`config.mk`:
```
export PLATFORM = sky130hd
export DESIGN_NAME = pcrc_top
export DESIGN_NICKNAME = d
export VERILOG_FILES = /design/src/verilog/pcrc_pkg.sv /design/src/verilog/pcrc_step.sv /design/src/verilog/pcrc_top.sv
export SDC_FILE = /design/constraint.sdc
export NUM_CORES = 1
export LEC_CHECK = 0
export BUFFER_PORTS_ARGS = -buffer_cell sky130_fd_sc_hd__clkbuf_2
export CAP_MARGIN = 20
export CORE_AREA = 2 2 97 99
export DETAILED_ROUTE_END_ITERATION = 10
export DIE_AREA = 0 0 99 101
export GPL_ROUTABILITY_DRIVEN = 0
export PLACE_DENSITY = 0.84
export SLEW_MARGIN = 40
export SYNTH_ARGS = -nofsm -noshare
export SYNTH_HDL_FRONTEND = slang
export SYNTH_SLANG_ARGS = --single-unit
```
`constraint.sdc`:
```
create_clock -name sys_clk -period 5.8 [get_ports sys_clk]
set_input_delay 0.58 -clock sys_clk [delete_from_list [all_inputs] [get_ports sys_clk]]
set_output_delay 0.58 -clock sys_clk [all_outputs]
set_load 0.01 [all_outputs]
```
`src/verilog/pcrc_pkg.sv`:
```
// Package for the programmable CRC generator: widths, fields, reset values, types
package pcrc_pkg;
  localparam int PCRC_MAX_ORDER = 32;
  localparam int PCRC_LEN_W = 5;
  localparam int PCRC_HALF_W = 16;
  localparam int PCRC_LEN_LSB = 0;
  localparam int PCRC_LEN_MSB = 4;
  localparam logic [PCRC_MAX_ORDER-1:0] PCRC_CRC_RESET = 32'h0000_0000;
  localparam logic [PCRC_LEN_W-1:0] PCRC_LEN_RESET = 5'h00;
  localparam logic [PCRC_HALF_W-1:0] PCRC_TERMS_RESET = 16'h0000;
  localparam logic [PCRC_MAX_ORDER-1:0] PCRC_ONE = 32'h0000_0001;

  typedef logic [PCRC_MAX_ORDER-1:0] pcrc_word_t;

  // Configuration as software presents it
  typedef struct packed {
    logic [PCRC_HALF_W-1:0] configRegB;
    logic [PCRC_HALF_W-1:0] polyTermsHigh;
    logic [PCRC_HALF_W-1:0] polyTermsLow;
  } pcrc_cfg_s;

  typedef enum logic [1:0] {
    PCRC_IDLE = 2'b00,
    PCRC_RUN = 2'b01
  } pcrc_state_e;
endpackage : pcrc_pkg

```
`src/verilog/pcrc_step.sv`:
```
// One LFSR step of the CRC engine for a given tap mask and length
`timescale 1ns/10ps
module pcrc_step
  import pcrc_pkg::*;
(
  input wire pcrc_word_t crcIn,
  input wire logic dataBit,
  input wire pcrc_word_t tapMask,
  input wire pcrc_word_t lenMask,
  input wire logic [PCRC_LEN_W-1:0] polyLengthField,
  output pcrc_word_t crcOut
);
  logic feedback;
  pcrc_word_t shifted;

  always_comb begin
    // Top used bit is order-1 = polyLengthField
    feedback = crcIn[polyLengthField] ^ dataBit;
    shifted = {crcIn[PCRC_MAX_ORDER-2:0], 1'b0};
    crcOut = (shifted ^ (feedback ? tapMask : '0)) & lenMask;
  end
endmodule : pcrc_step

```
`src/verilog/pcrc_top.sv`:
```
// Programmable CRC generator top: configuration capture, engine, result register
// How it works
// Any order from small values up to 32 is handled in one 32-bit feedback register.
// The highest exponent comes from the five-bit length field in bits 4..0 of config register B.
// Term selection is split into a low half for exponents 15..0 and a high half for 31..16.
// A set term bit puts an XOR tap at that position and a clear bit puts none.
// The constant term is always tapped and stored term bit zero is ignored.
// The exponent-N term is taken as present for length N whatever the term bits hold.
// There is no term bit for exponent 32, so an order-32 polynomial uses only the implied top term.
// The length field encodes order minus one, so 01111 is sixteen bits and 11111 is thirty-two.
// Each shifted-in data bit updates the register as an LFSR over bits below the order and is readable.
`timescale 1ns/10ps
module pcrc_top
  import pcrc_pkg::*;
(
  input wire logic sys_clk,
  input wire logic rst,
  input wire pcrc_cfg_s cfgIn,
  input wire logic cfgLoad,
  input wire logic seedLoad,
  input wire pcrc_word_t seedValue,
  input wire logic dataValid,
  input wire logic dataBit,
  output pcrc_word_t crcResult,
  output logic [PCRC_LEN_W-1:0] polyLengthField,
  output logic busy
);
  // Bit mask of positions below order = len+1
  function automatic pcrc_word_t lenToMask(input logic [PCRC_LEN_W-1:0] len);
    pcrc_word_t m;
    m = '0;
    for (int i = 0; i < PCRC_MAX_ORDER; i++) begin
      if (i <= int'(len)) begin
        m[i] = 1'b1;
      end
    end
    return m;
  endfunction : lenToMask

  logic [PCRC_LEN_W-1:0] polyLength_r;
  logic [PCRC_HALF_W-1:0] polyTermsLow_r;
  logic [PCRC_HALF_W-1:0] polyTermsHigh_r;
  pcrc_word_t crc_r;
  pcrc_word_t crc_nxt;
  pcrc_word_t tapMask;
  pcrc_word_t termBits;
  pcrc_word_t lenMask;
  pcrc_state_e state_r;

  // Configuration capture
  always_ff @(posedge sys_clk or posedge rst) begin
    if (rst) begin
      polyLength_r <= PCRC_LEN_RESET;
      polyTermsLow_r <= PCRC_TERMS_RESET;
      polyTermsHigh_r <= PCRC_TERMS_RESET;
    end else if (cfgLoad) begin
      polyLength_r <= cfgIn.configRegB[PCRC_LEN_MSB:PCRC_LEN_LSB];
      polyTermsLow_r <= cfgIn.polyTermsLow;
      polyTermsHigh_r <= cfgIn.polyTermsHigh;
    end
  end

  // Taps sit at exponents 0..len, bit 0 always; the implied top term (exponent len+1) is the
  // feedback itself, so no term-32 bit is ever needed.
  always_comb begin
    termBits = {polyTermsHigh_r, polyTermsLow_r};
    lenMask = lenToMask(polyLength_r);
    tapMask = (termBits & ~PCRC_ONE) | PCRC_ONE;
    tapMask = tapMask & lenMask;
  end

  pcrc_step u_step (
    .crcIn(crc_r),
    .dataBit(dataBit),
    .tapMask(tapMask),
    .lenMask(lenMask),
    .polyLengthField(polyLength_r),
    .crcOut(crc_nxt)
  );

  // Shift register; seed wins over data in the same cycle
  // Idle cycles trim bits that a shorter order no longer uses
  always_ff @(posedge sys_clk or posedge rst) begin
    if (rst) begin
      crc_r <= PCRC_CRC_RESET;
    end else if (seedLoad) begin
      crc_r <= seedValue & lenMask;
    end else if (dataValid) begin
      crc_r <= crc_nxt;
    end else begin
      crc_r <= crc_r & lenMask;
    end
  end

  always_ff @(posedge sys_clk or posedge rst) begin
    if (rst) begin
      state_r <= PCRC_IDLE;
    end else begin
      state_r <= dataValid ? PCRC_RUN : PCRC_IDLE;
    end
  end

  // Outputs straight from flip-flops
  always_ff @(posedge sys_clk or posedge rst) begin
    if (rst) begin
      crcResult <= PCRC_CRC_RESET;
      polyLengthField <= PCRC_LEN_RESET;
      busy <= 1'b0;
    end else begin
      crcResult <= crc_r;
      polyLengthField <= polyLength_r;
      busy <= (state_r == PCRC_RUN);
    end
  end

  // Engine stepping
  AST_SHIFT: assert property (@(posedge sys_clk) disable iff (rst)
    (dataValid && !seedLoad) |=> (crc_r == $past(crc_nxt)))
    else $error("CRC register did not take the LFSR step");

  // Independent of the tap mask: without feedback the step is a plain shift
  AST_NO_FEEDBACK: assert property (@(posedge sys_clk) disable iff (rst)
    (dataValid && !seedLoad && !(crc_r[polyLength_r] ^ dataBit)) |=>
      (crc_r == (($past(crc_r) << 1) & $past(lenMask))))
    else $error("Step without feedback is not a plain shift");

  AST_TOP_TERM: assert property (@(posedge sys_clk) disable iff (rst)
    (dataValid && !seedLoad && (crc_r[polyLength_r] ^ dataBit)) |=> (crc_r[0] == 1'b1))
    else $error("Implied top term did not feed back");

  // No term bit exists for exponent 32, so the feedback must come from bit 31
  AST_ORDER32_TOP: assert property (@(posedge sys_clk) disable iff (rst)
    ((polyLength_r == 5'h1f) && dataValid && !seedLoad) |=>
      (crc_r[0] == $past(crc_r[PCRC_MAX_ORDER-1] ^ dataBit)))
    else $error("Order 32 feedback not taken from the top bit");

  // Seed wins over a data bit in the same cycle
  AST_SEED: assert property (@(posedge sys_clk) disable iff (rst)
    seedLoad |=> (crc_r == ($past(seedValue) & $past(lenMask))))
    else $error("Seed not loaded within the order");

  // Idle cycles also trim bits left over from a longer order
  AST_CRC_HOLD: assert property (@(posedge sys_clk) disable iff (rst)
    (!seedLoad && !dataValid) |=> (crc_r == ($past(crc_r) & $past(lenMask))))
    else $error("CRC register moved while idle");

  AST_HIGH_BITS_ZERO: assert property (@(posedge sys_clk) disable iff (rst)
    ((crc_r & ~lenMask) == '0) || $past(cfgLoad))
    else $error("CRC bits above the order are set");

  AST_RESULT: assert property (@(posedge sys_clk) disable iff (rst)
    ##1 (crcResult == $past(crc_r)))
    else $error("Result does not follow the engine");

  // Busy flag timing
  AST_STATE: assert property (@(posedge sys_clk) disable iff (rst)
    1'b1 |=> ((state_r == PCRC_RUN) == $past(dataValid)))
    else $error("Run state does not follow data valid");

  AST_BUSY: assert property (@(posedge sys_clk) disable iff (rst)
    1'b1 |=> ##1 (busy == $past(dataValid, 2)))
    else $error("Busy is not data valid two cycles late");

  // Configuration capture
  AST_LEN_CAPTURE: assert property (@(posedge sys_clk) disable iff (rst)
    cfgLoad |=> (polyLength_r == $past(cfgIn.configRegB[PCRC_LEN_MSB:PCRC_LEN_LSB])))
    else $error("Length field not captured from bits 4..0");

  AST_TERMS_CAPTURE: assert property (@(posedge sys_clk) disable iff (rst)
    cfgLoad |=> ((polyTermsHigh_r == $past(cfgIn.polyTermsHigh)) &&
      (polyTermsLow_r == $past(cfgIn.polyTermsLow))))
    else $error("Term halves not captured");

  AST_CFG_HOLD: assert property (@(posedge sys_clk) disable iff (rst)
    !cfgLoad |=> ($stable(polyLength_r) && $stable(polyTermsLow_r) && $stable(polyTermsHigh_r)))
    else $error("Configuration changed without a load");

  AST_LEN_OUT: assert property (@(posedge sys_clk) disable iff (rst)
    1'b1 |=> (polyLengthField == $past(polyLength_r)))
    else $error("Length output does not follow the captured field");

  // Tap and order masks
  AST_CONST_TAP: assert property (@(posedge sys_clk) disable iff (rst)
    tapMask[0] == 1'b1)
    else $error("Constant term tap missing");

  AST_TAP_SELECT: assert property (@(posedge sys_clk) disable iff (rst)
    (tapMask[PCRC_MAX_ORDER-1:1] == (termBits[PCRC_MAX_ORDER-1:1] & lenMask[PCRC_MAX_ORDER-1:1])))
    else $error("Tap positions differ from term bits");

  AST_TAPS_ABOVE: assert property (@(posedge sys_clk) disable iff (rst)
    ((tapMask & ~lenMask) == '0))
    else $error("Tap set above the order");

  AST_ORDER_MIN: assert property (@(posedge sys_clk) disable iff (rst)
    (polyLength_r == PCRC_LEN_RESET) |-> (lenMask == PCRC_ONE))
    else $error("Length zero is not order one");

  AST_ORDER16: assert property (@(posedge sys_clk) disable iff (rst)
    (polyLength_r == 5'h0f) |-> (lenMask == 32'h0000_ffff))
    else $error("Length 01111 is not sixteen bits");

  AST_ORDER32: assert property (@(posedge sys_clk) disable iff (rst)
    (polyLength_r == 5'h1f) |-> (lenMask == 32'hffff_ffff))
    else $error("Length 11111 is not thirty-two bits");

  // One check per bit position keeps a wrong tap or mask bit easy to locate
  for (genvar g = 1; g < PCRC_MAX_ORDER; g++) begin : g_tapBit
    AST_TAP_BIT: assert property (@(posedge sys_clk) disable iff (rst)
      tapMask[g] == (termBits[g] && (g <= int'(polyLength_r))))
      else $error("Tap bit does not follow its term bit");
  end

  for (genvar g = 0; g < PCRC_MAX_ORDER; g++) begin : g_lenBit
    AST_LEN_BIT: assert property (@(posedge sys_clk) disable iff (rst)
      lenMask[g] == (g <= int'(polyLength_r)))
      else $error("Order mask bit wrong for the length field");
  end

  COV_ORDER16: cover property (@(posedge sys_clk) disable iff (rst) (polyLength_r == 5'h0f) && dataValid);
  COV_ORDER32: cover property (@(posedge sys_clk) disable iff (rst) (polyLength_r == 5'h1f) && dataValid);
  COV_SEED: cover property (@(posedge sys_clk) disable iff (rst) seedLoad ##1 dataValid[*4]);
  COV_FEEDBACK: cover property (@(posedge sys_clk) disable iff (rst)
    dataValid && !seedLoad && (crc_r[polyLength_r] ^ dataBit));
  COV_SHRINK: cover property (@(posedge sys_clk) disable iff (rst)
    cfgLoad && (cfgIn.configRegB[PCRC_LEN_MSB:PCRC_LEN_LSB] < polyLength_r));
endmodule : pcrc_top

```
## Word-level counts from Yosys, hierarchy flattened

Index checks and enable logic that the tools add are counted.

| word-level totals | value |
|---|---|
| word-level logic and storage cells | 84 |
| input port bits | 86 |
| bits in registers | 108 |
| output and inout bits | 38 |

| operators by class | value |
|---|---|
| order comparisons | 32 |
| muxes and demuxes | 37 |
| equality and inequality tests | 1 |
| bitwise operators | 6 |

Operator list:

| kind | count |
|---|---|
| $and A32 B32 Y32 | 4 |
| $mux W32 | 3 |
| $le A5 B5 Y1 const A | 16 |
| $le A4 B5 Y1 const A | 8 |
| $mux W1 | 33 |
| $xor A32 B32 Y32 | 1 |
| $le A3 B5 Y1 const A | 4 |
| $le A2 B5 Y1 const A | 2 |
| $lt A5 B6 Y1 const B | 1 |
| $bmux W1 S5 | 1 |
| $le A1 B5 Y1 const A | 1 |
| $eq A1 B1 Y1 const B | 1 |
| $xor A1 B1 Y1 | 1 |

## Longest topological paths before layout

| depth | value |
|---|---|
| depth in word-level cells | 8 |
| gate-level depth with buffers | 9 |
| mapped depth without buffers | 7 |

## Cells and area by module

Synthesis repeated with hierarchy kept, for this count alone.

| second synthesis, totals | value |
|---|---|
| cells, all modules | 622 |
| area, all modules | 6316.1 um^2 |

By module, submodules not included:

| module | cells an instance | sequential area each (um^2) | area an instance (um^2) | instances |
|---|---|---|---|---|
| pcrc_top | 381 | 2677.6 | 4495.6 | 1 |
| pcrc_step | 241 | 0.0 | 1820.5 | 1 |

## Worst setup path after synthesis

Ideal clock, no wire load.

| timing | value |
|---|---|
| path kind | reg2reg |
| from | reg polyLength_r[0] |
| to | reg crc_r[22] |
| data arrival time | 2.579 ns |
| setup time | 0.111 ns |
| cell stages (with the launch flop) | 10 |
| path slack | 3.109 ns |
| cell sequence | dfrtp_1 > buf_6 > mux4_2 > and3b_1 > a2111oi_2 > a41oi_2 > xnor2_4 > buf_6 > mux2i_1 > a2111oi_2 |

| between the ends | value |
|---|---|
| word-level cells in the longest chain between the ends | 8 |
| elaborated cells between the ends (all ways) | 13 |
| classes of those cells | order compare (1); mux (6); bitwise (6) |

Ends and longest elaborated chain:

| element | line | text |
|---|---|---|
| from (decl) | pcrc_top.sv:40 | `logic [PCRC_LEN_W-1:0] polyLength_r;` |
| from (signal assigned) | pcrc_top.sv:57 | `polyLength_r <= cfgIn.configRegB[PCRC_LEN_MSB:PCRC_LEN_LSB];` |
| $bmux W1 S5 / $le A5 B5 Y1 (equally long branches) | pcrc_step.sv:18, pcrc_top.sv:33 |  |
| $mux W1, on equally long branches | pcrc_step.sv:18, pcrc_top.sv:33 |  |
| $xor A1 B1 Y1 / $and A32 B32 Y32 (equally long branches) | pcrc_step.sv:18, pcrc_top.sv:69 |  |
| $mux W32 | pcrc_step.sv:20 | `crcOut = (shifted ^ (feedback ? tapMask : '0)) & lenMask;` |
| $xor A32 B32 Y32 | pcrc_step.sv:20 |  |
| $and A32 B32 Y32 | pcrc_step.sv:20 |  |
| $mux W32 | pcrc_top.sv:88 | `end else if (dataValid) begin` |
| $mux W32 (*) | pcrc_top.sv:86 | `end else if (seedLoad) begin` |
| to (signal assigned) | pcrc_top.sv:87 | `crc_r <= seedValue & lenMask;` |
| to (signal assigned) | pcrc_top.sv:89 | `crc_r <= crc_nxt;` |
| to (signal assigned) | pcrc_top.sv:91 | `crc_r <= crc_r & lenMask;` |
| to (decl) | pcrc_top.sv:43 | `pcrc_word_t crc_r;` |

Mark *: on every way between the ends. The rest lies on a longest branch, timed or not. The select of a mux whose other input is x is not followed.
A chain may end at the register's enable or synchronous reset.

## Final worst setup path

| timing | value |
|---|---|
| from | reg polyLength_r[2] |
| to | reg crc_r[15] |

| between the ends | value |
|---|---|
| word-level cells in the longest chain between the ends | 8 |
| elaborated cells between the ends (all ways) | 13 |
| classes of those cells | order compare (1); mux (6); bitwise (6) |

Ends and longest elaborated chain:

| element | line |
|---|---|
| $bmux W1 S5 / $le A4 B5 Y1 (equally long branches) | pcrc_step.sv:18, pcrc_top.sv:33 |
| $mux W1, on equally long branches | pcrc_step.sv:18, pcrc_top.sv:33 |
| $xor A1 B1 Y1 / $and A32 B32 Y32 (equally long branches) | pcrc_step.sv:18, pcrc_top.sv:69 |
| $mux W32 | pcrc_step.sv:20 |
| $xor A32 B32 Y32 | pcrc_step.sv:20 |
| $and A32 B32 Y32 | pcrc_step.sv:20 |
| $mux W32 | pcrc_top.sv:88 |
| $mux W32 (*) | pcrc_top.sv:86 |

Marks and branches as above.

==> metrics.md <==
| Metric | Value |
|---|---|
| Status | `completed` |
| IO buf count | `111` |
| Fmax | `0.260 GHz` |
| Top-count cell post-synth | `dfrtp_1` |
| P&R area growth vs syn | `15.4%` |
| Worst-Margin Slew | `0.841 ns` |
| Dpl ws | `2.02 ns` |
| CP Cell Sequence | `mux4_2 -> mux2_2 -> a2111oi_2 -> a41oi_2 -> xnor2_4 -> buf_4 -> mux2i_1 -> a221oi_1` |
| Post-synthesis sequential area ratio | `52.9%` |
| Via count | `4089` |
| Layout cell share with drive strength beyond 1 | `32.2%` |
| Residual DRC | `0` |
| Max_slew headroom | `44.0%` |
| Clock Root Buffer | `clkbuf_8` |
| DP Area | `5650 sq um` |
| Peak VDD IR | `180 uV` |
| Via/cell ratio | `6.05` |
| Setup violations, final | `0` |
| Nets | `646` |
| Synth cell types | `35` |
| Final Non-Filler Cells | `676` |
| Critical Path AT | `4.10 ns` |
| Startpoint types | `flip-flop` |
| DRT iter0 DRCs | `349` |
| Setup WS post-layout | `1.96 ns` |
| CORE AREA | `8980 sq um` |
| Clock skew | `0.00842 ns` |
| Setup CP Type | `flip-flop to flip-flop` |
| Syn Nets | `554` |
| GR Util All Layers | `25.2%` |
| GRT Residual Overflow | `0` |
| Postcts setup bufs | `0` |
| Static Leakage | `2.74 nW` |
| Detailed placer's ending HPWL | `8190 um` |
| TNS Setup | `0 ns` |
| Area contributors post-synth | `dfrtp_1 (53%), mux2_2 (7.8%), mux2i_1 (7.3%)` |
| DIE WIDTH | `99 um` |
| Slowest stage delay, CP | `0.88 ns` |
| Synthesized flop and latch total | `107` |
| Ant. Diodes | `0` |
| Antenna violations before repair | `0` |
| Clock buffer depth | `2` |
| Synth cell count leaders | `dfrtp_1 (107), nor2_1 (66), nand2_1 (44)` |
| Max-Cap Viols | `0` |
| Syn Area/Cell | `10.8 sq um` |
| IO Count | `124` |
| Slowest cell on crit path | `dfrtp_1` |
| Yosys warning total | `0` |
| Syn Std Cell Area | `5060 sq um` |
| DR pass1 iterations | `5` |
| Final max-slew violation count | `0` |
| Power Density | `293 nW/um^2` |
| Top cell family by delay on the critical path | `flip-flops` |
| Post-Place Cells | `660` |
| CTS sink cnt | `107` |
| Crit Path Max Fanout | `25` |
| Die Ht | `101 um` |
| WP buf/inv | `1` |
| Total CTS buffers | `9` |
| Synth area leader | `dfrtp_1` |
| Final Hold Viols | `0` |
| RSZ-0062 raised after global routing | `no` |
| EDFF count, synth | `0` |
| Standard-cell rows | `35` |
| Endpoint class of the critical path | `flip-flop` |
| Reg clk slew, reported paths | `0.10 ns` |
| Min Tclk post-route | `3.84 ns` |
| H-tree levels | `3` |
| Vias in the first global route | `3898` |
| Post-Synthesis Cells | `468` |
| Min-Delay Path Class | `input pin to async pin` |
| Routed Antenna Nets | `0` |
| CTS tree | `done` |
| Post-route clock period utilization | `66.2%` |
| CTS resizes | `0` |
| Die area | `10000 sq um` |
| Top cell type's share of synthesized area | `52.9%` |
| Post-synthesis async set-or-reset flop share | `100%` |
| Final Instance Area | `5840 sq um` |
| Top_reg_cell synth | `dfrtp_1` |
| Largest net degree at the start of global routing | `67` |
| Worst EP required | `6.06 ns` |
| First-pass GRT wire length | `19700 um` |
| Skew-Pair Late Insertion Delay | `0.37 ns` |
| Cts hold-fix bufs | `0` |
| Detailed Route WL | `12300 um` |
| Fill cells | `717` |
| Initial core utilization | `56.4%` |
| Wire per inst | `18.1 um` |
[stage by stage]
step / util, % / total power, mW / hold slack (ns)
global placement: 62.9 / 1.25 / 0.333
finish: 65.1 / 1.71 / 0.268
global route: 65.1 / 1.80 / 0.325
CTS: 65.1 / 1.72 / 0.300
floorplan: - / 1.15 / 0.331
detailed placement: 62.9 / 1.27 / 0.342
[layer usage]
metal  global-route usage [%]  vias to the layer above  routed length [um]
met5                        0                        -                   0
met4                     7.48                        0                 191
met3                     5.48                       18                 951
met2                     40.3                      190                6110
met1                     35.0                     2013                5010
li1                         -                     1868                   -
[cells by family (layout without fill, tap and decap cells)]
| group | after synthesis | in the layout | synth area share, % |
|---|---|---|---|
| DFF | 107 | 107 | 52.9 |
| xor gates and xnor gates | 1 | 1 | 0.544 |
| muxes | 77 | 77 | 17.3 |
| buffers and inverters | 38 | 135 | 3.26 |
| AOI/OAI and AO/OA | 117 | 117 | 15.7 |
| and+or+nand+nor | 128 | 128 | 10.3 |
[placed cells by master, fill, tap and decap left out, types with 3 or more instances in the layout]
master and n:
buf_4 5, mux2_2 35, mux4_2 5, a221oi_1 5, mux2i_1 37, nand2_1 44
a211oi_1 34, dfrtp_1 105, a21oi_1 38, a2111oi_2 5, nor2_1 66, clkbuf_8 9
nand3_1 3, o21ai_0 20, clkbuf_2 110, o31ai_1 5, nor3_1 4
[where the power goes]
part           internal (mW)  total (mW)  switching, mW
combinational          0.166       0.349          0.183
sequential             0.817       0.906         0.0886
clock                  0.201       0.459          0.258
total                   1.18        1.71          0.530
[final cells by class]
cell class                 instances  area, sq um  area share, %
sequential                       107         2680           45.9
multi-input combinational        323         2220           38.0
timing repair buffer             116          596           10.2
tap                              111          139           2.38
clock buffer                      10          128           2.18
clock inverter                     6         65.1           1.11
inverter                           3         13.8          0.235
[state kept, by name, indices dropped and copies added (netlist names)]
| name | flops |
|---|---|
| polyTermsHigh_r | 16 |
| polyLengthField | 5 |
| state_r | 1 |
| crc_r | 32 |
| polyTermsLow_r | 15 |
| busy | 1 |
| polyLength_r | 5 |
| crcResult | 32 |
[worst paths after layout]
path | endpoint | startpoint | cells after the start | slack [ns]
max | crc_r[15] | polyLength_r[2] | 8 | 1.96
min | crcResult[10] | rst | 2 | 0.27
max reg2reg | crc_r[15] | polyLength_r[2] | 8 | 1.96
min reg2reg | busy | state_r[0] | 0 | 0.37
max in group asynchronous | crc_r[5] | rst | 3 | 4.35
min in group sys_clk | busy | state_r[0] | 0 | 0.37
Note: power is estimated with default switching activity, not from simulation.
